[src/hdl/serr_cause_defines.svh]
`ifndef SERR_CAUSE_DEFINES_SVH
`define SERR_CAUSE_DEFINES_SVH

// configuration offsets
`define OFS_SERR_STATUS 8'h68
`define OFS_SERR_MASK 8'h6C
`define OFS_PORT_OPTION 8'h74
`define OFS_RETRY_LIMIT 8'h78

// cause flag field: bits 23:16 of the status word
`define CAUSE_COUNT 8
`define CAUSE_LSB 16
`define CAUSE_MSB 23
`define MASK_COUNT 7

// port option bit positions
`define OPT_PRI_RD_ALIAS 1
`define OPT_PRI_WR_ALIAS 2
`define OPT_SEC_RD_ALIAS 3
`define OPT_SEC_WR_ALIAS 4
`define OPT_LONG_LOCK 9
`define OPT_SEC_HOLD 10
`define OPT_PRI_HOLD 11

// reset values
`define OPT_SEC_HOLD_RST 1'b1
`define OPT_PRI_HOLD_RST 1'b1
`define RETRY_LIMIT_RST 32'h0100_0000
`define RETRY_W 32

`endif

[src/hdl/serr_cause_pkg.sv]
package serr_cause_pkg;
    typedef logic [7:0] cfg_addr_t;
    typedef logic [31:0] word_t;

    typedef struct packed {
        logic priHold;
        logic secHold;
        logic longLock;
        logic secWrAlias;
        logic secRdAlias;
        logic priWrAlias;
        logic priRdAlias;
    } option_s;

    // flag index of each cause, bit 16 upward
    typedef enum logic [2:0] {
        CAUSE_ADDR_PARITY = 3'h0,
        CAUSE_POSTED_PARITY = 3'h1,
        CAUSE_POSTED_NODELIVER = 3'h2,
        CAUSE_POSTED_TABORT = 3'h3,
        CAUSE_POSTED_MABORT = 3'h4,
        CAUSE_DELAYED_WR_NODELIVER = 3'h5,
        CAUSE_DELAYED_RD_NODATA = 3'h6,
        CAUSE_MASTER_TIMEOUT = 3'h7
    } cause_e;
endpackage : serr_cause_pkg

[src/hdl/retry_if.sv]
`timescale 1ns/1ps
`include "serr_cause_defines.svh"

interface retry_if;
    logic attempt;
    logic progress;
    logic [`RETRY_W-1:0] limit;
    logic limitHit;

    modport counter (input attempt, input progress, input limit, output limitHit);
    modport owner (output attempt, output progress, output limit, input limitHit);
endinterface : retry_if

[src/hdl/attempt_counter.sv]
`timescale 1ns/1ps
`include "serr_cause_defines.svh"

module attempt_counter #(
    parameter int CW = `RETRY_W
) (
    // clock and reset
    input wire logic core_clk,
    input wire logic rst,
    // attempt tracking
    retry_if.counter link
);
    import serr_cause_pkg::*;

    logic [CW-1:0] count;
    logic [CW-1:0] next_count;
    logic hit;
    logic next_hit;

    // a limit of zero disables the timeout
    always_comb begin
        next_count = count;
        next_hit = 1'b0;
        if (link.progress) begin
            next_count = '0;
        end else if (link.attempt) begin
            if ((link.limit != '0) && ((count + CW'(1)) >= link.limit)) begin
                next_hit = 1'b1;
                next_count = '0;
            end else begin
                next_count = count + CW'(1);
            end
        end
    end

    always_ff @(posedge core_clk or posedge rst) begin
        if (rst) begin
            count <= '0;
            hit <= 1'b0;
        end else begin
            count <= next_count;
            hit <= next_hit;
        end
    end

    assign link.limitHit = hit;
endmodule : attempt_counter

[src/hdl/cause_flag_bank.sv]
`timescale 1ns/1ps

module cause_flag_bank #(
    parameter int N = 8
) (
    // clock and reset
    input wire logic core_clk,
    input wire logic rst,
    // set and clear
    input wire logic [N-1:0] setBits,
    input wire logic [N-1:0] clearBits,
    // state
    output logic [N-1:0] flags
);
    logic [N-1:0] next_flags;

    // a new event wins over a clear in the same cycle; zero writes change nothing
    always_comb begin
        next_flags = (flags & ~clearBits) | setBits;
    end

    always_ff @(posedge core_clk or posedge rst) begin
        if (rst) begin
            flags <= '0;
        end else begin
            flags <= next_flags;
        end
    end
endmodule : cause_flag_bank

[src/hdl/serr_cause_and_port_options.sv]
// How it works
// - flag 16 records address parity error cause
// - flag 17 records posted data parity cause
// - flag 18 records posted write non-delivery
// - flag 19 records posted write target abort
// - flag 20 records posted write master abort
// - flag 21 records delayed write non-delivery
// - flag 22 records delayed read no data
// - flag 23 records delayed master timeout
// - option 1 aliases primary read retries
// - option 2 aliases primary write-invalidate retries
// - option 3 aliases secondary read retries
// - option 4 aliases secondary write-invalidate retries
// - option 9 enables long lock requests
// - option 10 secondary master holds request
// - option 11 primary master holds request
// - option bits 0, 8:5 read zero
// - error output needs enable, and a clear mask bit except for master timeout
// - writable retry limit, default two to 24
`timescale 1ns/1ps
`include "serr_cause_defines.svh"

module serr_cause_and_port_options (
    // clock and reset
    input wire logic core_clk,
    input wire logic rst,
    // configuration access
    input wire logic cfgWrite,
    input wire logic cfgRead,
    input wire serr_cause_pkg::cfg_addr_t cfgAddr,
    input wire logic [3:0] cfgByteEn,
    input wire serr_cause_pkg::word_t cfgWrData,
    output serr_cause_pkg::word_t cfgRdData,
    output logic cfgRdValid,
    // command register enable
    input wire logic serrEnable,
    // datapath events
    input wire logic evtAddrParityPri,
    input wire logic evtAddrParitySec,
    input wire logic evtPostedDataParity,
    input wire logic evtPostedTargetAbort,
    input wire logic evtPostedMasterAbort,
    input wire logic evtDelayedMasterTimeout,
    // delivery attempts
    input wire logic postedAttempt,
    input wire logic postedDone,
    input wire logic delayedWrAttempt,
    input wire logic delayedWrDone,
    input wire logic delayedRdAttempt,
    input wire logic delayedRdData,
    // error output
    output logic primarySystemErrorOut,
    // port options
    output logic primaryReadAlias,
    output logic primaryWriteAlias,
    output logic secondaryReadAlias,
    output logic secondaryWriteAlias,
    output logic longLockRequest,
    output logic secondaryHoldRequest,
    output logic primaryHoldRequest,
    output serr_cause_pkg::word_t retryLimit
);
    import serr_cause_pkg::*;

    option_s opt;
    option_s next_opt;
    logic [`MASK_COUNT-1:0] serrMask;
    logic [`MASK_COUNT-1:0] next_serrMask;
    word_t next_retryLimit;
    word_t next_cfgRdData;
    logic next_cfgRdValid;
    logic next_serrOut;
    logic [`CAUSE_COUNT-1:0] flags;
    logic [`CAUSE_COUNT-1:0] rawEvt;
    logic [`CAUSE_COUNT-1:0] maskEff;
    logic [`CAUSE_COUNT-1:0] serrCause;
    logic [`CAUSE_COUNT-1:0] clearBits;
    logic statusWr;
    logic maskWr;
    logic optWr;
    logic retryWr;
    word_t readMux;

    retry_if postedIf ();
    retry_if delayedWrIf ();
    retry_if delayedRdIf ();

    assign postedIf.attempt = postedAttempt;
    assign postedIf.progress = postedDone;
    assign postedIf.limit = retryLimit;
    assign delayedWrIf.attempt = delayedWrAttempt;
    assign delayedWrIf.progress = delayedWrDone;
    assign delayedWrIf.limit = retryLimit;
    assign delayedRdIf.attempt = delayedRdAttempt;
    assign delayedRdIf.progress = delayedRdData;
    assign delayedRdIf.limit = retryLimit;

    attempt_counter u_postedCount (
        .core_clk(core_clk),
        .rst(rst),
        .link(postedIf.counter)
    );

    attempt_counter u_delayedWrCount (
        .core_clk(core_clk),
        .rst(rst),
        .link(delayedWrIf.counter)
    );

    attempt_counter u_delayedRdCount (
        .core_clk(core_clk),
        .rst(rst),
        .link(delayedRdIf.counter)
    );

    // write decode
    assign statusWr = cfgWrite && (cfgAddr == `OFS_SERR_STATUS) && cfgByteEn[2];
    assign maskWr = cfgWrite && (cfgAddr == `OFS_SERR_MASK) && cfgByteEn[0];
    assign optWr = cfgWrite && (cfgAddr == `OFS_PORT_OPTION);
    assign retryWr = cfgWrite && (cfgAddr == `OFS_RETRY_LIMIT);

    // cause events, in flag order
    always_comb begin
        rawEvt[CAUSE_ADDR_PARITY] = evtAddrParityPri | evtAddrParitySec;
        rawEvt[CAUSE_POSTED_PARITY] = evtPostedDataParity;
        rawEvt[CAUSE_POSTED_NODELIVER] = postedIf.limitHit;
        rawEvt[CAUSE_POSTED_TABORT] = evtPostedTargetAbort;
        rawEvt[CAUSE_POSTED_MABORT] = evtPostedMasterAbort;
        rawEvt[CAUSE_DELAYED_WR_NODELIVER] = delayedWrIf.limitHit;
        rawEvt[CAUSE_DELAYED_RD_NODATA] = delayedRdIf.limitHit;
        rawEvt[CAUSE_MASTER_TIMEOUT] = evtDelayedMasterTimeout;
    end

    // the master timeout cause has no mask bit
    assign maskEff = {1'b0, serrMask};
    assign serrCause = rawEvt & ~maskEff & {`CAUSE_COUNT{serrEnable}};
    assign clearBits = statusWr ? cfgWrData[`CAUSE_MSB:`CAUSE_LSB] : '0;
    assign next_serrOut = |serrCause;

    cause_flag_bank #(
        .N(`CAUSE_COUNT)
    ) u_flags (
        .core_clk(core_clk),
        .rst(rst),
        .setBits(serrCause),
        .clearBits(clearBits),
        .flags(flags)
    );

    // register writes with byte lanes
    always_comb begin
        next_opt = opt;
        next_serrMask = serrMask;
        next_retryLimit = retryLimit;
        if (optWr && cfgByteEn[0]) begin
            next_opt.priRdAlias = cfgWrData[`OPT_PRI_RD_ALIAS];
            next_opt.priWrAlias = cfgWrData[`OPT_PRI_WR_ALIAS];
            next_opt.secRdAlias = cfgWrData[`OPT_SEC_RD_ALIAS];
            next_opt.secWrAlias = cfgWrData[`OPT_SEC_WR_ALIAS];
        end
        if (optWr && cfgByteEn[1]) begin
            next_opt.longLock = cfgWrData[`OPT_LONG_LOCK];
            next_opt.secHold = cfgWrData[`OPT_SEC_HOLD];
            next_opt.priHold = cfgWrData[`OPT_PRI_HOLD];
        end
        if (maskWr) begin
            next_serrMask = cfgWrData[`MASK_COUNT-1:0];
        end
        for (int b = 0; b < 4; b++) begin
            if (retryWr && cfgByteEn[b]) begin
                next_retryLimit[b*8 +: 8] = cfgWrData[b*8 +: 8];
            end
        end
    end

    // read data; unmapped offsets and reserved bits return zero
    always_comb begin
        readMux = '0;
        case (cfgAddr)
            `OFS_SERR_STATUS: begin
                readMux[`CAUSE_MSB:`CAUSE_LSB] = flags;
            end
            `OFS_SERR_MASK: begin
                readMux[`MASK_COUNT-1:0] = serrMask;
            end
            `OFS_PORT_OPTION: begin
                readMux[`OPT_PRI_RD_ALIAS] = opt.priRdAlias;
                readMux[`OPT_PRI_WR_ALIAS] = opt.priWrAlias;
                readMux[`OPT_SEC_RD_ALIAS] = opt.secRdAlias;
                readMux[`OPT_SEC_WR_ALIAS] = opt.secWrAlias;
                readMux[`OPT_LONG_LOCK] = opt.longLock;
                readMux[`OPT_SEC_HOLD] = opt.secHold;
                readMux[`OPT_PRI_HOLD] = opt.priHold;
            end
            `OFS_RETRY_LIMIT: begin
                readMux = retryLimit;
            end
            default: begin
                readMux = '0;
            end
        endcase
        next_cfgRdData = cfgRead ? readMux : cfgRdData;
        next_cfgRdValid = cfgRead;
    end

    always_ff @(posedge core_clk or posedge rst) begin
        if (rst) begin
            opt <= '0;
            opt.secHold <= `OPT_SEC_HOLD_RST;
            opt.priHold <= `OPT_PRI_HOLD_RST;
            serrMask <= '0;
            retryLimit <= `RETRY_LIMIT_RST;
            cfgRdData <= '0;
            cfgRdValid <= 1'b0;
            primarySystemErrorOut <= 1'b0;
        end else begin
            opt <= next_opt;
            serrMask <= next_serrMask;
            retryLimit <= next_retryLimit;
            cfgRdData <= next_cfgRdData;
            cfgRdValid <= next_cfgRdValid;
            primarySystemErrorOut <= next_serrOut;
        end
    end

    assign primaryReadAlias = opt.priRdAlias;
    assign primaryWriteAlias = opt.priWrAlias;
    assign secondaryReadAlias = opt.secRdAlias;
    assign secondaryWriteAlias = opt.secWrAlias;
    assign longLockRequest = opt.longLock;
    assign secondaryHoldRequest = opt.secHold;
    assign primaryHoldRequest = opt.priHold;
endmodule : serr_cause_and_port_options

[config.mk]
export PLATFORM = sky130hd
export DESIGN_NAME = serr_cause_and_port_options
export DESIGN_NICKNAME = d
export VERILOG_FILES = /design/src/hdl/serr_cause_pkg.sv /design/src/hdl/retry_if.sv /design/src/hdl/attempt_counter.sv /design/src/hdl/cause_flag_bank.sv /design/src/hdl/serr_cause_and_port_options.sv
export VERILOG_INCLUDE_DIRS = /design/src /design/src/hdl
export SDC_FILE = /design/constraint.sdc
export NUM_CORES = 1
export LEC_CHECK = 0
export ABC_AREA = 1
export BUFFER_PORTS_ARGS = -buffer_cell sky130_fd_sc_hd__buf_4
export CORE_ASPECT_RATIO = 0.9
export CORE_MARGIN = 2
export CORE_UTILIZATION = 40
export CTS_CLUSTER_SIZE = 24
export DETAILED_ROUTE_END_ITERATION = 6
export PLACE_DENSITY = 0.68
export SETUP_SLACK_MARGIN = 0.15
export SYNTH_ARGS = -nofsm -noshare
export SYNTH_HDL_FRONTEND = slang
export SYNTH_SLANG_ARGS = --single-unit
[constraint.sdc]
create_clock -name core_clk -period 8.2 [get_ports core_clk]
set_input_delay 1.23 -clock core_clk [delete_from_list [all_inputs] [get_ports core_clk]]
set_output_delay 1.23 -clock core_clk [all_outputs]
set_load 0.005 [all_outputs]
==> metrics <==
outcome=completed; vias in the first global route=~11k; root buffer cell=clkbuf_16; die area=about 32,000 um^2; worst vdd ir=134.8 uV; Most used DFF post-synth=dfrtp_1; P_int=around 1400 uW; Worst R2R Path Depth=20; Cell Rows=60; Reg clk slew, reported paths=approximately 100 ps; Reg area=between 4000 and 5000 um^2; RSZ-0062 raised after global routing=false; most common library cells after synthesis=450 x nand2_1, 184 x dfrtp_1, 183 x inv_1, 144 x nor2_1, 120 x nand3_1; Synth Area in XOR/XNOR=0.05830; Tmin final=between 4000 and 5000 ps; worst skew pair latency=460 ps; Initial DRC Count=just under 1k; via count=11.50k; dpl hpwl=approximately 28,000 um; Tot Pwr=around 2100 uW; TritonCTS Sinks=around 190; drt drc=0; Routed Wire Length=between 30,000 and 40,000 um; Worst EP required=8490 ps; initial antenna violation count=1; share of cells above drive strength 1=0.1402; Post-Synth Simple-Gate Area=0.2971; register share of total power=0.466; worst min path class=reg -> reg; setup bufs post-CTS=0; WS Path Type=reg -> reg; Die Y=roughly 170 um; Seq cells post-synth=187; core area=between 30,000 and 40,000 um^2; RR Endpoint=u_postedCount.count[11]; MaxCap Viol Count=0; top-count cell post-synth=nand2_1; I/O pin total=about 130; chip width=around 190 um; Yosys top cell area share=0.3738; GRT Total Usage=0.2392; Synth area leaders=dfrtp_1 37%, nand2_1 14%, ha_1 10%, inv_1 5.6%, xor2_1 5.1%; grt total ovfl=0; sequential element share of the synthesized area=0.3802; mux contribution to synthesized area=0.002742; area of the multi-input gates=approximately 6800 um^2; final setup vio count=0; Initial Utilization=0.4092; NetSw=620.7 uW; final worst path period share=0.5001; complex-gate fraction of the synthesized area=0.08938; Comb pwr share=0.087; setup tns final=0 ps; crit path max fanout=23; Fill cells=roughly 2.9k; Critical Path Sink=u_postedCount.count[11]; Mean Syn Cell Area=~7.6 um^2; Max-Slew Margin vs Limit=0.2073; Clock power frac=0.446; via/cell ratio=5.348; Synth Area in Adders=0.1005; Nets=1,894; Leakage=between 0.007 and 0.008 uW; largest net degree at the start of global routing=~120; total CTS buffers=17; Startpoint Class=flop; Clock Path Buffers=2; Max Clock Freq=approximately 240 MHz; Post-Syn Area=between 10,000 and 15,000 um^2; Post-synth EDFFs=0; syn nets=between 1.5k and 2k; Fin. Hold Viols=0; sw frac=0.3001; Distinct cells, synth=between 40 and 50; Hold Buf Count CTS=0; global-route wire length before repair=59,600 um; largest family of logic cells by synthesized area=simple AND/OR/NAND/NOR gates; Reg2Reg Launch Point=u_postedCount.count[0]; CP arrival=roughly 4400 ps; PD cells=between 100 and 150 nW/um^2; leading area contributor after synthesis=dfrtp_1; drt first pass iters=6; Setup Skew=about 18 ps; area delta synth->final=16.62%; actual slew at the worst max-slew pin=between 1000 and 1500 ps; cell count after synthesis=around 1.6k; TritonCTS clock tree=yes; Final Wtd Congestion=0.9497; reg2reg setup slack=4100 ps; Synth Warn #=0; crit path capture type=flop; Async SR Flop Fraction=1.000; Routed Antenna Nets=0; launch point of the worst path=u_postedCount.count[0]; mean routed wirelength per cell=approximately 18 um; port bufs=between 100 and 150; H-tree lvl count=4; Slew Viols, Final=0; Resized Gates After CTS=0
[worst max-delay path: stages, from the launching register on]
cell	delay, ps
dfrtp_1	450
ha_1	220
nand2_1	80
inv_1	100
nand2_1	130
nor2_2	220
and2_1	230
nand2_1	100
nor2_1	120
xor2_1	210
inv_1	70
ha_1	270
nand2_1	40
nor2_1	120
nand2_1	70
a21oi_1	140
nor2_1	60
nand2_1	60
nand2_1	280
nand2_1	760
o21ai_0	200
[layer usage]
layer / wire length (um) / GRT usage
met2: 16800 / 0.3631
met3: 3089 / 0.04021
met1: 17270 / 0.3432
met4: 1091 / 0.08594
met5: 0 / 0
[layout by cell type (no fill, tap or decap), types with 4 or more instances in the layout]
cell       count
a21o_1         5
buf_4        137
o21ai_0       62
xnor2_1       10
xor2_1        72
a31oi_1       11
dfrtp_1      184
clkinv_8       4
inv_8          4
inv_1        182
nor4_1         5
a21oi_2       21
clkbuf_16     17
o21bai_1       4
nor2_4         5
nor3_1        39
nand2_2        8
inv_12         8
nand4_1       33
nor2_2        16
a21oi_1       45
o22ai_1        5
o31ai_1       14
o21ai_1        6
nand3_1      120
nand2_1      450
nor2_1       140
o21a_1         5
ha_1          99
[sequential cells by signal, summed over array words and instances (netlist names), 7 cells and up]
| register | cells |
|---|---|
| cfgRdData | 32 |
| retryLimit | 32 |
| serrMask | 7 |
| u_delayedRdCount.count | 32 |
| u_delayedWrCount.count | 32 |
| u_flags.flags | 8 |
| u_postedCount.count | 32 |
[area by class of cell]
| type | count | area share |
|---|---|---|
| Sequential cell | 187 | 0.3260 |
| Multi-Input combinational cell | 1204 | 0.4706 |
| Clock buffer | 17 | 0.02961 |
| Antenna cell | 1 | 0.0001742 |
| Timing Repair Buffer | 139 | 0.07368 |
| Clock inverter | 15 | 0.01594 |
| Inverter | 185 | 0.04886 |
| Tap cell | 403 | 0.03510 |
[cell families (layout without fill, tap and decap cells)]
| kind of cell | count (synthesis) | in the layout |
|---|---|---|
| flops | 187 | 187 |
| fa+ha+maj | 99 | 99 |
| simple gates | 837 | 837 |
| mux | 3 | 3 |
| compound gates | 183 | 183 |
| xor+xnor | 82 | 82 |
| buf+inv | 224 | 356 |
| other cells | 0 | 1 |
[per-stage QoR]
stage	cell area (um^2)	hold slack, ps	std cells	setup slack [ps]	util
4_1_cts	14330	495.5	2148	4148	0.4761
5_1_grt	14360	529.4	2150	3649	0.4771
3_3_place_gp	13680	467.6	2116	4374	0.4544
2_1_floorplan	12320	468.2	1615	1890	-
3_5_place_dp	13680	470.9	2116	4197	0.4544
6_report	14370	498.5	2151	4100	0.4772
[power groups by stage]
stage          clock network (uW)  logic (uW)  registers (uW)
2_1_floorplan                   0        94.2             978
3_3_place_gp                    0         176             981
3_5_place_dp                    0         179             983
4_1_cts                       928         180             964
5_1_grt                       965         201             968
6_report                      923         181             965
[how the worst min path moves through the flow]
stage | startpoint | to | slack, ps | cells past startpoint
after floorplan | u_flags.flags[0] | u_flags.flags[0] | 470 | 2
after global placement | cfgRdData[14] | cfgRdData[14] | 470 | 2
after detailed placement | cfgRdData[0] | cfgRdData[0] | 470 | 2
after CTS | cfgRdData[0] | cfgRdData[0] | 500 | 2
after global routing | cfgRdData[12] | cfgRdData[12] | 530 | 2
final | cfgRdData[0] | cfgRdData[0] | 500 | 2
(Power assumes the default switching activity.)
